$ cat config.mk
export PLATFORM = sky130hd
export DESIGN_NAME = stc_timer
export DESIGN_NICKNAME = d
export VERILOG_FILES = /design/src/inc/stc_pkg.sv /design/src/rtl/stc_timer.sv
export SDC_FILE = /design/constraint.sdc
export NUM_CORES = 1
export LEC_CHECK = 0
export ABC_AREA = 0
export BUFFER_PORTS_ARGS = -buffer_cell sky130_fd_sc_hd__buf_4
export CAP_MARGIN = 25
export CORE_MARGIN = 2
export CORE_UTILIZATION = 53
export DETAILED_ROUTE_END_ITERATION = 7
export GPL_ROUTABILITY_DRIVEN = 0
export PLACE_DENSITY = 0.78
export SLEW_MARGIN = 20
export SYNTH_ARGS = -nofsm -noshare
export SYNTH_HDL_FRONTEND = slang
export SYNTH_SLANG_ARGS = --single-unit
$ cat constraint.sdc
create_clock -name i_clock -period 2.3 [get_ports i_clock]
set_clock_uncertainty 0.1 [all_clocks]
set_input_delay 0.345 -clock i_clock [delete_from_list [all_inputs] [get_ports i_clock]]
set_output_delay 0.345 -clock i_clock [all_outputs]
set_load 0.01 [all_outputs]
$ cat src/inc/stc_pkg.sv
// Package for the sixteen-bit timer/counter: register offsets, field positions and reset values.
// Assumes a single 10 MHz system clock and a plain strobe register port.
package stc_pkg;

  // ----------------------------------------------------------------
  // Register offsets
  // ----------------------------------------------------------------
  localparam logic [2:0] STC_OFF_CONTROL   = 3'h0;
  localparam logic [2:0] STC_OFF_COUNT_LOW = 3'h1;
  localparam logic [2:0] STC_OFF_COUNT_HI  = 3'h2;
  localparam logic [2:0] STC_OFF_FLAGS     = 3'h3;
  localparam logic [2:0] STC_OFF_ENABLES   = 3'h4;
  localparam logic [2:0] STC_OFF_OSC_CTRL  = 3'h5;
  localparam logic [2:0] STC_OFF_PORT_DIR  = 3'h6;
  localparam logic [2:0] STC_OFF_PORT_IN   = 3'h7;

  // ----------------------------------------------------------------
  // Control, flag and enable register fields
  // ----------------------------------------------------------------
  localparam int STC_BIT_WIDE      = 7;
  localparam int STC_BIT_RUNSTAT   = 6;
  localparam int STC_BIT_PS_HI     = 5;
  localparam int STC_BIT_PS_LO     = 4;
  localparam int STC_BIT_OSC_EN    = 3;
  localparam int STC_BIT_SYNC_DIS  = 2;
  localparam int STC_BIT_CLK_SRC   = 1;
  localparam int STC_BIT_ON        = 0;
  localparam int STC_BIT_OVF       = 0;

  localparam logic [7:0] STC_CONTROL_RESET = 8'h00;
  localparam logic [7:0] STC_CONTROL_WMASK = 8'hbf;
  localparam logic [1:0] STC_SCS_AUX_OSC   = 2'h1;
  localparam logic [1:0] STC_PIN_MASK      = 2'h3;

  // Internal instruction clock is the system clock divided by four.
  localparam int         STC_INSTR_DIV     = 4;
  localparam logic [1:0] STC_INSTR_LAST    = 2'(STC_INSTR_DIV - 1);

endpackage : stc_pkg

$ cat src/rtl/stc_timer.sv
// Sixteen-bit timer/counter with prescaler, clock source choice and overflow interrupt.
// Assumes the external pin and oscillator inputs are synchronous to i_clock.
// Register reads answer in the cycle after the read strobe; writes land at the strobe edge.
//
// Implementation choices: the strobed register port and the register offsets.
`timescale 1ns/1ns

module stc_timer
  import stc_pkg::*;
(
  input  wire logic       i_clock,
  input  wire logic       i_rst_b,
  input  wire logic [2:0] i_addr,
  input  wire logic [7:0] i_wdata,
  input  wire logic       i_wr,
  input  wire logic       i_rd,
  output logic      [7:0] o_rdata,
  input  wire logic       i_ext_clk_pin,
  input  wire logic       i_osc_in_pin,
  input  wire logic       i_power_managed,
  output logic            o_osc_run,
  output logic            o_sys_clk_from_aux,
  output logic      [1:0] o_pin_oe,
  output logic            o_irq
);

  // ----------------------------------------------------------------
  // Registers
  // ----------------------------------------------------------------
  logic [7:0] control_reg;
  logic [7:0] count_low_reg;
  logic [7:0] count_high_reg;
  logic [7:0] high_buffer_reg;
  logic       overflow_flag_reg;
  logic       overflow_irq_enable_reg;
  logic [1:0] system_clock_select_reg;
  logic [1:0] port_direction_reg;
  logic [1:0] instr_div_reg;
  logic [2:0] prescale_reg;
  logic       ext_sync1_reg;
  logic       ext_sync2_reg;
  logic       ext_prev_reg;

  logic       wide_access_enable;
  logic [1:0] input_prescale_select;
  logic       aux_osc_enable;
  logic       ext_sync_disable;
  logic       clock_source_select;
  logic       counter_on;
  logic       aux_osc_clock_status;

  logic       wr_low;
  logic       wr_high;
  logic       rd_low;
  logic       wr_control;
  logic       wr_flags;
  logic       wr_enables;
  logic       wr_osc_ctrl;
  logic       wr_port_dir;
  logic       instr_tick;
  logic       ext_level;
  logic       ext_rise;
  logic       src_tick;
  logic       prescale_out;
  logic       count_tick;
  logic       wrap;
  logic       low_carry;
  logic [2:0] prescale_last;
  logic [7:0] pin_read;
  logic [7:0] rdata_next;

  // ----------------------------------------------------------------
  // Prescale terminal count
  // ----------------------------------------------------------------
  function automatic logic [2:0] stc_ps_last(input logic [1:0] sel);
    stc_ps_last = 3'(({2'h0, 1'b1} << sel) - 3'h1);
  endfunction

  // ----------------------------------------------------------------
  // Control fields
  // ----------------------------------------------------------------
  assign wide_access_enable    = control_reg[STC_BIT_WIDE];
  assign input_prescale_select = control_reg[STC_BIT_PS_HI:STC_BIT_PS_LO];
  assign aux_osc_enable        = control_reg[STC_BIT_OSC_EN];
  assign ext_sync_disable      = control_reg[STC_BIT_SYNC_DIS];
  assign clock_source_select   = control_reg[STC_BIT_CLK_SRC];
  assign counter_on            = control_reg[STC_BIT_ON];

  // ----------------------------------------------------------------
  // Address decode
  // ----------------------------------------------------------------
  function automatic logic stc_hit(input logic       strobe,
                                   input logic [2:0] addr,
                                   input logic [2:0] offset);
    stc_hit = strobe && (addr == offset);
  endfunction

  assign wr_control  = stc_hit(i_wr, i_addr, STC_OFF_CONTROL);
  assign wr_low      = stc_hit(i_wr, i_addr, STC_OFF_COUNT_LOW);
  assign wr_high     = stc_hit(i_wr, i_addr, STC_OFF_COUNT_HI);
  assign wr_flags    = stc_hit(i_wr, i_addr, STC_OFF_FLAGS);
  assign wr_enables  = stc_hit(i_wr, i_addr, STC_OFF_ENABLES);
  assign wr_osc_ctrl = stc_hit(i_wr, i_addr, STC_OFF_OSC_CTRL);
  assign wr_port_dir = stc_hit(i_wr, i_addr, STC_OFF_PORT_DIR);
  assign rd_low      = stc_hit(i_rd, i_addr, STC_OFF_COUNT_LOW);

  // ----------------------------------------------------------------
  // Oscillator and system clock status
  // ----------------------------------------------------------------
  // The power-managed input has no effect on the oscillator on purpose.
  assign o_osc_run            = aux_osc_enable;
  assign aux_osc_clock_status = (system_clock_select_reg == STC_SCS_AUX_OSC);
  assign o_sys_clk_from_aux   = aux_osc_clock_status;

  // ----------------------------------------------------------------
  // Pins
  // ----------------------------------------------------------------
  // A running counter owns both pins, so its direction bits matter only while it is stopped.
  assign o_pin_oe = counter_on ? 2'h0 : ~port_direction_reg;
  assign pin_read = counter_on ? 8'h00 : {6'h00, i_osc_in_pin, i_ext_clk_pin};

  // ----------------------------------------------------------------
  // Count sources
  // ----------------------------------------------------------------
  always_ff @(posedge i_clock) begin
    if (!i_rst_b) begin
      instr_div_reg <= 2'h0;
    end else if (instr_tick) begin
      instr_div_reg <= 2'h0;
    end else begin
      instr_div_reg <= instr_div_reg + 2'h1;
    end
  end

  // The divider runs free from reset, whether or not the counter is on, so the
  // first internal tick after switching on arrives within four clocks.
  assign instr_tick = (instr_div_reg == STC_INSTR_LAST);

  // The oscillator input counts only while the oscillator runs.
  assign ext_level = i_ext_clk_pin | (aux_osc_enable & i_osc_in_pin);

  always_ff @(posedge i_clock) begin
    if (!i_rst_b) begin
      ext_sync1_reg <= 1'b0;
      ext_sync2_reg <= 1'b0;
    end else begin
      ext_sync1_reg <= ext_level;
      ext_sync2_reg <= ext_sync1_reg;
    end
  end

  always_ff @(posedge i_clock) begin
    if (!i_rst_b) begin
      ext_prev_reg <= 1'b0;
    end else begin
      ext_prev_reg <= ext_sync_disable ? ext_level : ext_sync2_reg;
    end
  end

  // The unsynchronised path saves two cycles of latency, since inputs are
  // already synchronous; the synchronised path passes two flip-flops.
  assign ext_rise = ext_sync_disable ? (ext_level & ~ext_prev_reg)
                                     : (ext_sync2_reg & ~ext_prev_reg);
  assign src_tick = clock_source_select ? ext_rise : instr_tick;

  // ----------------------------------------------------------------
  // Prescaler
  // ----------------------------------------------------------------
  assign prescale_last = stc_ps_last(input_prescale_select);
  assign prescale_out  = src_tick && (prescale_reg >= prescale_last);
  // A low-byte write wins over a count in the same cycle, so no carry or
  // overflow comes from a value that software has just overwritten.
  assign count_tick    = counter_on && prescale_out && !wr_low;
  assign low_carry     = count_tick && (count_low_reg == 8'hff);
  assign wrap          = low_carry && (count_high_reg == 8'hff);

  always_ff @(posedge i_clock) begin
    if (!i_rst_b) begin
      prescale_reg <= 3'h0;
    end else if (wr_low) begin
      prescale_reg <= 3'h0;
    end else if (counter_on && prescale_out) begin
      prescale_reg <= 3'h0;
    end else if (counter_on && src_tick) begin
      prescale_reg <= prescale_reg + 3'h1;
    end
  end

  // ----------------------------------------------------------------
  // Count pair and high-byte buffer
  // ----------------------------------------------------------------
  always_ff @(posedge i_clock) begin
    if (!i_rst_b) begin
      count_low_reg <= 8'h00;
    end else if (wr_low) begin
      count_low_reg <= i_wdata;
    end else if (count_tick) begin
      count_low_reg <= count_low_reg + 8'h01;
    end
  end

  always_ff @(posedge i_clock) begin
    if (!i_rst_b) begin
      count_high_reg <= 8'h00;
    end else if (wr_low && wide_access_enable) begin
      count_high_reg <= high_buffer_reg;
    end else if (wr_high && !wide_access_enable) begin
      count_high_reg <= i_wdata;
    end else if (low_carry) begin
      count_high_reg <= count_high_reg + 8'h01;
    end
  end

  // The buffer is caught by a low-byte read, so software reads low first and then
  // high to see one coherent 16-bit value across a rollover.
  always_ff @(posedge i_clock) begin
    if (!i_rst_b) begin
      high_buffer_reg <= 8'h00;
    end else if (wide_access_enable && wr_high) begin
      high_buffer_reg <= i_wdata;
    end else if (wide_access_enable && rd_low) begin
      high_buffer_reg <= count_high_reg;
    end
  end

  // ----------------------------------------------------------------
  // Control, flag and enable registers
  // ----------------------------------------------------------------
  always_ff @(posedge i_clock) begin
    if (!i_rst_b) begin
      control_reg <= STC_CONTROL_RESET;
    end else if (wr_control) begin
      control_reg <= i_wdata & STC_CONTROL_WMASK;
    end
  end

  always_ff @(posedge i_clock) begin
    if (!i_rst_b) begin
      overflow_flag_reg <= 1'b0;
    end else if (wrap) begin
      // A wrap and a clear in one cycle leave the flag set, so no overflow is lost.
      overflow_flag_reg <= 1'b1;
    end else if (wr_flags && i_wdata[STC_BIT_OVF]) begin
      overflow_flag_reg <= 1'b0;
    end
  end

  always_ff @(posedge i_clock) begin
    if (!i_rst_b) begin
      overflow_irq_enable_reg <= 1'b0;
    end else if (wr_enables) begin
      overflow_irq_enable_reg <= i_wdata[STC_BIT_OVF];
    end
  end

  always_ff @(posedge i_clock) begin
    if (!i_rst_b) begin
      system_clock_select_reg <= 2'h0;
    end else if (wr_osc_ctrl) begin
      system_clock_select_reg <= i_wdata[1:0];
    end
  end

  always_ff @(posedge i_clock) begin
    if (!i_rst_b) begin
      port_direction_reg <= STC_PIN_MASK;
    end else if (wr_port_dir) begin
      port_direction_reg <= i_wdata[1:0];
    end
  end

  // ----------------------------------------------------------------
  // Interrupt
  // ----------------------------------------------------------------
  assign o_irq = overflow_flag_reg && overflow_irq_enable_reg;

  // ----------------------------------------------------------------
  // Read port
  // ----------------------------------------------------------------
  always_comb begin
    rdata_next = 8'h00;
    case (i_addr)
      STC_OFF_CONTROL: begin
        rdata_next = control_reg;
        rdata_next[STC_BIT_RUNSTAT] = aux_osc_clock_status;
      end
      STC_OFF_COUNT_LOW: begin
        rdata_next = count_low_reg;
      end
      STC_OFF_COUNT_HI: begin
        rdata_next = wide_access_enable ? high_buffer_reg : count_high_reg;
      end
      STC_OFF_FLAGS: begin
        rdata_next = {7'h00, overflow_flag_reg};
      end
      STC_OFF_ENABLES: begin
        rdata_next = {7'h00, overflow_irq_enable_reg};
      end
      STC_OFF_OSC_CTRL: begin
        rdata_next = {6'h00, system_clock_select_reg};
      end
      STC_OFF_PORT_DIR: begin
        rdata_next = {6'h00, port_direction_reg};
      end
      STC_OFF_PORT_IN: begin
        rdata_next = pin_read;
      end
      default: begin
        rdata_next = 8'h00;
      end
    endcase
  end

  // Read data stand for one cycle and then return to zero, so a stale value is
  // never mistaken for the answer to a later read.
  always_ff @(posedge i_clock) begin
    if (!i_rst_b) begin
      o_rdata <= 8'h00;
    end else if (i_rd) begin
      o_rdata <= rdata_next;
    end else begin
      o_rdata <= 8'h00;
    end
  end

endmodule // stc_timer

---- Word level (Yosys, flattened, before mapping) ----
Index checks and enable logic that the tools add are counted.
word-level totals
  flip-flop bits (word level) ............. 53
  bits of input ports ..................... 18
  output and inout port bits .............. 13
cells by class
  add/sub/neg operators ................... 5
  magnitude comparators ................... 1
  eq/ne operators ......................... 11
  shift-type cells ........................ 1
  multiplexer cells ....................... 16
  bitwise gates (word level) .............. 7
  reduce and logical (&&, ||, !) cells .... 30
operators with widths
  kind                                                                 count
  8-bit 2-to-1 mux                                                     8
  8-bit one-hot mux with 8 select lines                                1
  1-bit logical AND                                                    20
  8-bit by 1-bit adder with 8-bit output (second input constant)       2
  8-bit == test (second input constant)                                2
  3-bit == test (second input constant)                                4
  3-bit by 2-bit == test with 1-bit output (second input constant)     2
  2-bit nonzero test                                                   3
  1-bit 2-to-1 mux                                                     5
  2-bit 2-to-1 mux                                                     2
  3-bit by 1-bit adder with 3-bit output (second input constant)       1
  1-bit AND                                                            3
  3-bit by 1-bit == test with 1-bit output (second input constant)     1
  3-bit >= comparator                                                  1
  3-bit logical NOT                                                    1
  3-bit nonzero test                                                   1
  3-bit OR reduction                                                   1
  1-bit by 2-bit << shifter with 3-bit output (first input constant)   1
  3-bit by 1-bit subtractor with 3-bit output (second input constant)  1
  2-bit by 1-bit adder with 2-bit output (second input constant)       1
  2-bit by 1-bit == test with 1-bit output (second input constant)     1
  2-bit == test (second input constant)                                1
  1-bit logical NOT                                                    2
  1-bit inverter                                                       2
  4 further kinds                                                      4

---- Depth between registers and ports, before layout ----
Gate-level depths: netlist of run 1.
  word-level depth ........................ 12
  gate-level depth with buffers ........... 8

---- Worst setup path before layout of run 1 ----
OpenSTA, ideal clock, no wires.
  kind .................................... flip-flop to flip-flop
  start ................................... register control_reg[4]
  end ..................................... register count_high_reg[3]
  setup time .............................. 0.119 ns
  data arrival time ....................... 2.161 ns
  data required time ...................... 2.081 ns
  slack ................................... -0.080 ns
  stages on the path, launching flop included .. 8
  period minus slack after synthesis ...... 2.380 ns
  cell sequence ........................... dfxtp_1 > or2_2 > ha_1 > nor2b_1 > o21a_1 > or4_1 > o31a_1 > o221a_1
on the way
  longest elaborated chain between the ends .. 8
ends and longest elaborated chain
  item                                         RTL line          source
  from (decl)                                  stc_timer.sv:30   logic [7:0] control_reg;
  from (signal assigned)                       stc_timer.sv:233  control_reg <= i_wdata & STC_CONTROL_WMASK;
  1-bit by 2-bit << shifter with 3-bit output  stc_timer.sv:76   stc_ps_last = 3'(({2'h0, 1'b1} << sel) - 3'h1);
  3-bit by 1-bit subtractor with 3-bit output  stc_timer.sv:76
  3-bit >= comparator                          stc_timer.sv:170  assign prescale_out = src_tick && (prescale_reg >= prescale_last);
  1-bit logical AND                            stc_timer.sv:170
  1-bit logical AND (2 in a row)               stc_timer.sv:173  assign count_tick = counter_on && prescale_out && !wr_low;
  1-bit logical AND                            stc_timer.sv:174  assign low_carry = count_tick && (count_low_reg == 8'hff);
  3-bit nonzero test (no line)                 --
  to (signal assigned)                         stc_timer.sv:206  count_high_reg <= high_buffer_reg;
  to (signal assigned)                         stc_timer.sv:208  count_high_reg <= i_wdata;
  to (signal assigned)                         stc_timer.sv:210  count_high_reg <= count_high_reg + 8'h01;
  to (decl)                                    stc_timer.sv:32   logic [7:0] count_high_reg;
No other way between the ends.
A chain may end at the register's enable or synchronous reset.

---- Worst setup path after layout of run 1 ----
  start ................................... register control_reg[5]
  end ..................................... register overflow_flag_reg
on the way
  longest elaborated chain between the ends .. 9
ends and longest elaborated chain
  item                                                           RTL line          source
  1-bit by 2-bit << shifter with 3-bit output (*)                stc_timer.sv:76
  3-bit by 1-bit subtractor with 3-bit output (*)                stc_timer.sv:76
  3-bit >= comparator (*)                                        stc_timer.sv:170
  1-bit logical AND (*)                                          stc_timer.sv:170
  1-bit logical AND (*) (2 in a row)                             stc_timer.sv:173
  1-bit logical AND (*)                                          stc_timer.sv:174
  1-bit logical AND (*)                                          stc_timer.sv:175  assign wrap = low_carry && (count_high_reg == 8'hff);
  1-bit 2-to-1 mux / 2-bit nonzero test (equally long branches)  --
  to (signal assigned)                                           stc_timer.sv:239  overflow_flag_reg <= 1'b0;
  to (signal assigned)                                           stc_timer.sv:242  overflow_flag_reg <= 1'b1;
  to (signal assigned)                                           stc_timer.sv:244  overflow_flag_reg <= 1'b0;
  to (decl)                                                      stc_timer.sv:34   logic overflow_flag_reg;
Mark *: on every way between the ends. The rest lies on a longest branch, timed or not.

==> results of run 1 <==
## cell usage in the layout, fill, tap and decap left out, types with 8 or more instances in the layout
cell type,count
buf_4,74
nand2_1,52
dfxtp_1,51
a21oi_1,24
o21ai_0,22
mux2i_1,14
nor2_1,13
o211a_1,11
nor2b_1,9
nand3_1,9
inv_1,8
nor3_1,8
## per-layer routing
layer / share of wire [%] / up-vias / global-route usage [%]
li1: - / 1383 / -
met1: 42 / 1333 / 34.4
met2: 48 / 109 / 45.9
met3: 6.1 / 23 / 5.06
met4: 3.4 / 0 / 12.3
met5: 0 / - / 0
## cells in the mapped netlist (2+ instances only)
cell type / count / area (um^2)
a21boi_0: 7 / 52.6
a21oi_1: 24 / 120
a22oi_1: 7 / 52.6
a31oi_1: 6 / 37.5
and2_1: 3 / 18.8
and3_1: 3 / 18.8
buf_2: 4 / 20.0
buf_4: 2 / 15.0
clkbuf_1: 18 / 67.6
dfxtp_1: 53 / 1060
ha_1: 7 / 87.6
inv_1: 8 / 30.0
mux2_2: 7 / 78.8
mux2i_1: 14 / 140
nand2_1: 53 / 199
nand2b_1: 2 / 12.5
nand3_1: 9 / 45.0
nand3b_1: 2 / 15.0
nand4_1: 6 / 37.5
nand4bb_1: 2 / 22.5
nor2_1: 13 / 48.8
nor2b_1: 10 / 62.6
nor3_1: 8 / 40.0
nor3b_1: 2 / 15.0
nor4_1: 5 / 31.3
o211a_1: 11 / 110
o211ai_1: 2 / 15.0
o21a_1: 3 / 22.5
o21ai_0: 23 / 115
or2_2: 3 / 18.8
or4_1: 3 / 22.5
xnor2_1: 4 / 35.0
xor2_1: 7 / 61.3
## cell type report
cell class	count	area (um^2)
Fill cell	453	1790
Multi-Input combinational cell	267	1770
Sequential cell	53	1060
Timing Repair Buffer	75	567
Tap cell	72	90.1
Clock buffer	5	68.8
Inverter	8	30.0
Clock inverter	3	22.5
## critical path, stage by stage (launching register included)
cell	delay, ns
dfxtp_2	0.34
or2_4	0.25
ha_4	0.27
nor2b_2	0.03
o21a_1	0.20
buf_6	0.12
or4_4	0.43
buf_4	0.16
or2_1	0.24
a21boi_1	0.12
## report_power, final
part	total (mW)	switching, mW	internal (mW)
registers	0.957	0.0169	0.941
clock network	0.550	0.336	0.214
logic	0.222	0.120	0.102
## worst paths after layout
path | end | slack [ns] | depth (start not counted) | startpoint
min | high_buffer_reg[2] | 0.20 | 2 | i_wdata[2]
max | overflow_flag_reg | -0.02 | 9 | control_reg[5]
max reg2reg | overflow_flag_reg | -0.02 | 9 | control_reg[5]
min reg2reg | instr_div_reg[0] | 0.33 | 1 | instr_div_reg[0]
## stage by stage
step	area [um^2]	hold WS [ns]	setup slack, ns	setup TNS [ns]	std cells
after global placement	3430	0.313	-0.325	-1.91	469
final	3610	0.198	-0.0242	-0.0477	483
after CTS	3610	0.197	-0.0170	-0.0170	483
after floorplan	2940	0.304	-0.00561	-0.00561	352
after global routing	3610	0.191	-0.0632	-0.123	483
after detailed placement	3430	0.318	-0.439	-2.72	469
## cell families after synthesis
kind of cell	after synthesis	synth area share (%)
xor gates and xnor gates	11	3.30
DFF	53	36.4
muxes	21	7.51
and+or+nand+nor	130	22.5
adders and majority gates	7	3.00
buffers and inverters	32	4.55
AOI/OAI and AO/OA	98	22.7
## timing repair
| action | 4_1_cts | 5_1_grt |
|---|---|---|
| buffers inserted | 6 | 0 |
| pin swaps | 2 | 2 |
| resized for setup | 9 | 1 |
| setup endpoints to repair | 8 | 3 |
==> metrics.md, run 1 <==
| Metric | Value |
|---|---|
| Setup ws final | `-0.0242 ns` |
| RSZ-0062 raised after global routing | `yes` |
| Hold Path Class | `primary input to register` |
| Final core occ | `66.9%` |
| Crit path DAT | `2.48 ns` |
| Number of clock buffers inserted by TritonCTS | `5` |
| Antenna violations before repair | `0` |
| Htree depth | `2` |
| Status | `finished, violations left` |
| Vias in the first global route | `2779` |
| Worst-Margin Slew | `0.484 ns` |
| Boundary pin count | `31` |
| Sequential element share of the synthesized area | `between 30 and 40%` |
| Post-Syn Area per Cell | `8.28 um^2` |
| Fin. Hold Viols | `0` |
| Clock sinks | `between 50 and 60` |
| Nets | `435` |
| Async SR Flop Fraction | `0%` |
| Tmin final | `2.32 ns` |
| Root buf cell | `clkbuf_8` |
| Post-Route WL | `8010 um` |
| IR drop worst, VDD | `387 uV` |
| Area Overhead vs Synth | `24.0%` |
| Core footprint | `around 5400 um^2` |
| Share of layout cells above drive strength 1 | `about a quarter` |
| CTS tree | `done` |
| CTS clk-pin slew, worst paths | `0.10 ns` |
| Max-cap viol count | `0` |
| Cell Rows | `27` |
| Period utilization | `101%` |
| Drt pass-1 iters | `4` |
| Kind of end point of the critical path | `register` |
| Largest net degree at the start of global routing | `44` |
| PD cells | `478 nW/um^2` |
| Total global routing overflow | `0` |
| Cell Area, Synth | `2920 um^2` |
| Crit Path Max Fanout | `2` |
| ANT cells | `0` |
| Max clock buf depth | `2` |
| Failing checks | `negative setup slack` |
| Crit start category | `register` |
| Finish-stage setup viols | `2` |
| Per-cell routed wire length | `16.6 um` |
| Post-Synthesis Cells | `352` |
| Flops & latches, synth | `53` |
| Critical Path RT | `around 2.5 ns` |
| Die width | `78.2 um` |
| Die Ht | `78.2 um` |
| # DRC | `0` |
| EDFF count, synth | `0` |
| Tot GR Track Use | `between 20% and 30%` |
| Fmax | `430 MHz` |
| Total Power | `1.73 mW` |
| Clk_lat worst skew | `0.32 ns` |
| CTS hold repair buffers | `0` |
| Crit path kind | `register to register` |
| Top FF cell, synth | `dfxtp_1` |
| Global-route wire length before repair | `~13000 um` |
| Vias per cell | `just under 6` |
| Initial Util | `53.9%` |
| Relative slew margins | `66.9%` |
| DR vias | `2848` |
| Die area | `6110 um^2` |
| Yosys Warn Count | `0` |
| Port buffer count | `29` |
| Final ANT Viol Nets | `0` |
| Cell variety after synth | `54` |
| Static leakage | `1.53 nW` |
| Initial DRC Count | `~260` |
| Fin. max-slew vios | `0` |
| Syn Nets | `377` |
| Final HPWL DP | `just under 6000 um` |
Power figures use the tool's default switching activity.
==> run 2: changes to the inputs <==
--- a/config.mk
+++ b/config.mk
@@ -15,2 +15,3 @@
 export PLACE_DENSITY = 0.78
+export SETUP_SLACK_MARGIN = 0.1
 export SLEW_MARGIN = 20
--- a/constraint.sdc
+++ b/constraint.sdc
@@ -4,2 +4,2 @@
 set_output_delay 0.345 -clock i_clock [all_outputs]
-set_load 0.01 [all_outputs]
+set_load 0.1 [all_outputs]
==> metrics.md, run 2 (synthesis gave the netlist of run 1 again) <==
| Metric | Value |
|---|---|
| Status | `finished, violations left (unchanged)` |
| Failing checks | `negative setup slack (unchanged)` |
| RSZ-0062 raised after global routing | `yes (unchanged)` |
| # DRC | `0 (unchanged)` |
| Crit-path cells | `or2_4 -> ha_4 -> nor2b_2 -> o21a_1 -> buf_6 -> or4_4 -> o31a_1 -> o221a_1 (was or2_4 -> ha_4 -> nor2b_2 -> o21a_1 -> buf_6 -> or4_4 -> buf_4 -> or2_1 -> a21boi_1)` |
| Clock sinks | `53 (unchanged)` |
| Share of layout cells above drive strength 1 | `27.6% (was 25.5%)` |
| Crit start category | `register (unchanged)` |
| Per-cell routed wire length | `16.5 um (was 16.6 um)` |
| Crit Path Max Fanout | `2 (unchanged)` |
| Cell Rows | `27 (unchanged)` |
| Antenna violations before repair | `0 (unchanged)` |
| Tot GR Track Use | `26.9% (was 27.4%)` |
| Die Ht | `78.2 um (unchanged)` |
| Vias in the first global route | `2709 (was 2779)` |
| Tmin final | `2.31 ns (was 2.32 ns)` |
| Max clock buf depth | `2 (unchanged)` |
| CTS tree | `done (unchanged)` |
| Final ANT Viol Nets | `0 (unchanged)` |
| PD cells | `503 nW/um^2 (was 478 nW/um^2)` |
| Reg2reg path depth | `8 (was 9)` |
| Post-Route WL | `7940 um (was 8010 um)` |
| ANT cells | `0 (unchanged)` |
| CP peak stage delay | `0.43 ns (about the same)` |
| Area occupied by multi-input gates | `1810 um^2 (was 1770 um^2)` |
| CP bufs+invs | `1 (was 2)` |
| Fin. max-slew vios | `0 (unchanged)` |
| Cell family with most CP delay | `simple AND/OR/NAND/NOR gates (unchanged)` |
| Static leakage | `1.57 nW (was 1.53 nW)` |
| Hold path cells | `2 (unchanged)` |
| Fmax | `432 MHz (was 430 MHz)` |
| Nets | `434 (was 435)` |
| Met3 GRT Util | `4.14% (was 5.06%)` |
| Met1 usage | `33.0% (was 34.4%)` |
| CTS clk-pin slew, worst paths | `0.10 ns (about the same)` |
| Hold Startpoint | `i_wdata[6] (was i_wdata[2])` |
| Port buffer count | `29 (unchanged)` |
| # fillers | `430 (was 453)` |
| Hold Path Class | `primary input to register (unchanged)` |
| Kind of end point of the critical path | `register (unchanged)` |
| Critical Path RT | `2.41 ns (was 2.45 ns)` |
| Boundary pin count | `31 (unchanged)` |
| Root buf cell | `clkbuf_8 (unchanged)` |
| Clk_lat worst skew | `0.31 ns (was 0.32 ns)` |
| Die width | `78.2 um (unchanged)` |
| Area Overhead vs Synth | `26.1% (was 24.0%)` |
| Crit path DAT | `2.42 ns (was 2.48 ns)` |
| Initial DRC Count | `173 (was 259)` |
| GRT busiest layer | `met2 (unchanged)` |
| R2R Setup Slk | `-0.01 ns (was -0.02 ns)` |
| Htree depth | `2 (unchanged)` |
| Total global routing overflow | `0 (unchanged)` |
| Finish-stage setup viols | `1 (was 2)` |
| Initial Util | `53.9% (unchanged)` |
| Vias per cell | `5.88 (was 5.90)` |
| Register Area | `1070 um^2 (was 1060 um^2)` |
| Core footprint | `5410 um^2 (unchanged)` |
| Fin. Hold Viols | `0 (unchanged)` |
| Setup ws final | `-0.0123 ns (was -0.0242 ns)` |
| Largest net degree at the start of global routing | `44 (unchanged)` |
| CTS hold repair buffers | `0 (unchanged)` |
| Area after DPL | `3420 um^2 (was 3430 um^2)` |
| Worst reg2reg endpoint | `count_high_reg[3] (was overflow_flag_reg)` |
| Crit path kind | `register to register (unchanged)` |
| Final HPWL DP | `5650 um (was 5770 um)` |
| Die area | `6110 um^2 (unchanged)` |
| Worst-Margin Slew | `0.442 ns (was 0.484 ns)` |
| Pre-CTS WS | `-0.229 ns (was -0.439 ns)` |
| Hold endpoint | `high_buffer_reg[6] (was high_buffer_reg[2])` |
| Number of clock buffers inserted by TritonCTS | `5 (unchanged)` |
| Period utilization | `101% (about the same)` |
| CP max-delay cell | `or4_4 (unchanged)` |
| DR vias | `2834 (was 2848)` |
| Global-route wire length before repair | `12900 um (was 13200 um)` |
| IR drop worst, VDD | `289 uV (was 387 uV)` |
| FF-to-FF Start | `control_reg[4] (was control_reg[5])` |
| Relative slew margins | `69.8% (was 66.9%)` |
| Met2 global-route usage | `47.2% (was 45.9%)` |
| Drt pass-1 iters | `4 (unchanged)` |
| Most common cell after layout, fill and taps aside | `buf_4 (unchanged)` |
| Commonest non-fill, non-tap cells in the layout | `buf_4, nand2_1, dfxtp_1 (unchanged)` |
| Fin area | `3670 um^2 (was 3610 um^2)` |
| Max-cap viol count | `0 (unchanged)` |
## run 2: cell types whose count changed in the layout (fill, tap and decap cells not counted), sizes merged
cell      delta
buf          -1
bufinv       +1
clkinvlp     -3
clkbuf       +1
clkinv       +1
## run 2: power breakdown
part	internal [mW]	switching, mW
clock	0.327	0.317
sequential	0.940	0.0173
combinational	0.103	0.145
total	1.37	0.479
## run 2: worst max path at each step
stage | start | to | slack [ns] | depth (start not counted)
CTS | control_reg[4] | count_high_reg[3] | -0.11 | 8
floorplan | i_addr[0] | count_high_reg[3] | -0.006 | 7
global route | control_reg[5] | count_high_reg[3] | -0.1 | 9
finish | control_reg[4] | count_high_reg[3] | -0.01 | 8
global placement | control_reg[5] | count_high_reg[2] | -0.38 | 7
detailed placement | control_reg[5] | count_high_reg[3] | -0.23 | 8
## run 2: final cells by class
class	count	share of cell area [%]
clock buffers	6	1.97
clock inverters	2	1.06
flip-flops and latches	53	29.1
well taps	72	2.45
inverters	8	0.817
multi-input cells	267	49.4
repair buffers	74	15.2
## run 2: routing by layer
metal	wire (um)	vias to the layer above
li1	-	1384
met1	3320	1328
met2	3970	101
met3	429	21
met4	221	0
met5	0	-
## run 2: per-stage QoR
step	setup TNS, ns	hold WS (ns)	std cells	utilization (%)	power [mW]
4_1_cts	-0.154	0.192	482	67.0	1.85
3_5_place_dp	-1.13	0.327	468	63.4	1.21
5_1_grt	-0.181	0.203	482	68.0	1.91
3_3_place_gp	-2.36	0.313	467	63.2	1.21
2_1_floorplan	-0.00561	0.304	352	-	1.12
6_report	-0.0123	0.193	482	68.0	1.85
## run 2: worst register-to-register path, cell delays in order, from the launching register on
cell and delay, ns:
dfxtp_2 0.33, or2_4 0.25, ha_4 0.26, nor2b_2 0.04
o21a_1 0.19, buf_6 0.12, or4_4 0.43, o31a_1 0.26
o221a_1 0.24
## run 2: repair_timing
| action | in CTS | in global routing |
|---|---|---|
| buffers inserted | 6 | 1 |
| endpoints found under the setup margin | 9 | 11 |
| pin swaps | 4 | 5 |
| resized for setup | 9 | 12 |
==> run 3: changes to the inputs <==
==> constraint.sdc (replaced) <==
create_clock -name i_clock -period 2.3 [get_ports i_clock]
set_clock_uncertainty 0.1 [all_clocks]
set_input_delay 0 -clock i_clock [delete_from_list [all_inputs] [get_ports i_clock]]
set_output_delay 0 -clock i_clock [all_outputs]
set_load 0.1 [all_outputs]
==> metrics.md, run 3 (synthesis gave the netlist of run 1 again) <==
| Metric | Value |
|---|---|
| Fin. Hold Viols | `0 (unchanged)` |
| Vias in the first global route | `2627 (was 2709)` |
| Hold endpoint | `o_rdata[1] (was high_buffer_reg[6])` |
| Nets | `435 (was 434)` |
| Status | `finished, final reports clean (was finished, violations left)` |
| Die width | `78.2 um (unchanged)` |
| Worst reg2reg endpoint | `count_high_reg[3] (unchanged)` |
| Finish-stage setup viols | `0 (was 1)` |
| DR vias | `2945 (was 2834)` |
| Die area | `6110 um^2 (unchanged)` |
| Static leakage | `1.55 nW (was 1.57 nW)` |
| Non-Filler Instances | `483 (was 482)` |
| IR drop worst, VDD | `317 uV (was 289 uV)` |
| Port buffer count | `29 (unchanged)` |
| # DRC | `0 (unchanged)` |
| CTS clk-pin slew, worst paths | `0.11 ns (was 0.10 ns)` |
| Critical Path RT | `2.41 ns (about the same)` |
| Hold Path Class | `primary input to register (unchanged)` |
| Hold_ws | `0.00556 ns (was 0.193 ns)` |
| Boundary pin count | `31 (unchanged)` |
| Hold Startpoint | `i_addr[2] (was i_wdata[6])` |
| Die Ht | `78.2 um (unchanged)` |
| Crit path kind | `register to register (unchanged)` |
| Global-route wire length before repair | `13000 um (was 12900 um)` |
| Cell Rows | `27 (unchanged)` |
| Core footprint | `5410 um^2 (unchanged)` |
| Max-cap viol count | `0 (unchanged)` |
| Reg2reg path depth | `5 (was 8)` |
| Most common cell after layout, fill and taps aside | `buf_4 (unchanged)` |
| Total global routing overflow | `0 (unchanged)` |
| Initial DRC Count | `409 (was 173)` |
| Drt pass-1 iters | `7 (was 4)` |
| Root buf cell | `clkbuf_8 (unchanged)` |
| Area after DPL | `3310 um^2 (was 3420 um^2)` |
| Placed instance count | `452 (was 468)` |
| FF-to-FF Start | `count_low_reg[5] (was control_reg[4])` |
| Largest net degree at the start of global routing | `45 (was 44)` |
| Tmin final | `2.24 ns (was 2.31 ns)` |
| Final ANT Viol Nets | `0 (unchanged)` |
| Pre-CTS WS | `0.00399 ns (was -0.229 ns)` |
| Initial Util | `53.9% (unchanged)` |
| Htree depth | `2 (unchanged)` |
| Vias per cell | `6.10 (was 5.88)` |
| Max clock buf depth | `2 (unchanged)` |
| RSZ-0062 raised after global routing | `yes (unchanged)` |
| Clock sinks | `53 (unchanged)` |
| Worst-Margin Slew | `0.600 ns (was 0.442 ns)` |
| Area Overhead vs Synth | `26.0% (was 26.1%)` |
| Fin. max-slew vios | `0 (unchanged)` |
| Kind of end point of the critical path | `register (unchanged)` |
| ANT cells | `0 (unchanged)` |
| Clk_lat worst skew | `0.33 ns (was 0.31 ns)` |
| Final core occ | `68.0% (about the same)` |
| Number of clock buffers inserted by TritonCTS | `5 (unchanged)` |
| R2R Setup Slk | `0.06 ns (was -0.01 ns)` |
| Relative slew margins | `59.9% (was 69.8%)` |
| Share of layout cells above drive strength 1 | `24.6% (was 27.6%)` |
| Final HPWL DP | `5240 um (was 5650 um)` |
| Post-Route WL | `8140 um (was 7940 um)` |
| Crit path DAT | `2.35 ns (was 2.42 ns)` |
| Tot GR Track Use | `26.6% (was 26.9%)` |
| Fmax | `447 MHz (was 432 MHz)` |
| Period utilization | `97.4% (was 101%)` |
| PD cells | `481 nW/um^2 (was 503 nW/um^2)` |
| Hold path cells | `3 (was 2)` |
| Setup ws final | `0.0607 ns (was -0.0123 ns)` |
| Commonest non-fill, non-tap cells in the layout | `buf_4, nand2_1, dfxtp_1 (unchanged)` |
| Post-route setup TNS | `0 ns (was -0.0123 ns)` |
| Crit Path Max Fanout | `3 (was 2)` |
| CTS tree | `done (unchanged)` |
| Fin area | `3670 um^2 (about the same)` |
| Antenna violations before repair | `0 (unchanged)` |
| Per-cell routed wire length | `16.9 um (was 16.5 um)` |
| Crit start category | `register (unchanged)` |
| Total Power | `1.77 mW (was 1.85 mW)` |
==> run 3: routing by layer <==
layer / up-vias / global-route usage (%) / wire (um)
li1: 1384 / - / -
met1: 1405 / 36.5 / 3450
met2: 136 / 43.4 / 3970
met3: 20 / 3.79 / 521
met4: 0 / 8.60 / 193
met5: - / 0 / 0
==> run 3: worst max path at each step <==
stage                                start  slack [ns]  cells after the start                end
after global placement    count_low_reg[1]        0.05                      6  count_high_reg[3]
after floorplan             control_reg[4]        0.06                      7  count_high_reg[3]
after global routing      count_low_reg[5]        0.02                      5  count_high_reg[3]
final                     count_low_reg[5]        0.06                      5  count_high_reg[3]
after CTS                 count_low_reg[1]        0.06                      6  count_high_reg[3]
after detailed placement  count_low_reg[1]       0.004                      6  count_high_reg[3]
==> run 3: timing repair <==
item	CTS	global route
hold buffers	12	0
resized for setup	3	16
pin swaps	0	3
endpoints found under the setup margin	4	11
gates cloned	0	1
buffers inserted	3	7
hold endpoints to repair	31	0
==> run 3: where the power goes <==
part / internal [mW] / switching [mW] / total [mW]
registers: 0.940 / 0.0191 / 0.959
clock network: 0.220 / 0.336 / 0.557
logic: 0.106 / 0.145 / 0.252
total: 1.27 / 0.501 / 1.77
==> run 3: critical path, stage by stage (launching register included) <==
cell and delay, ns:
dfxtp_2 0.35, nand4_1 0.15, or4b_4 0.55, or4_4 0.50
o31a_1 0.25, o221a_1 0.23
==> run 3: layout make-up <==
| type | instances | area [um^2] |
|---|---|---|
| multi-input cells | 267 | 1780 |
| fillers | 446 | 1730 |
| flip-flops and latches | 53 | 1080 |
| repair buffers | 75 | 598 |
| well taps | 72 | 90.1 |
| clock buffers | 5 | 68.8 |
| inverters | 8 | 30.0 |
| clock inverters | 3 | 25.0 |
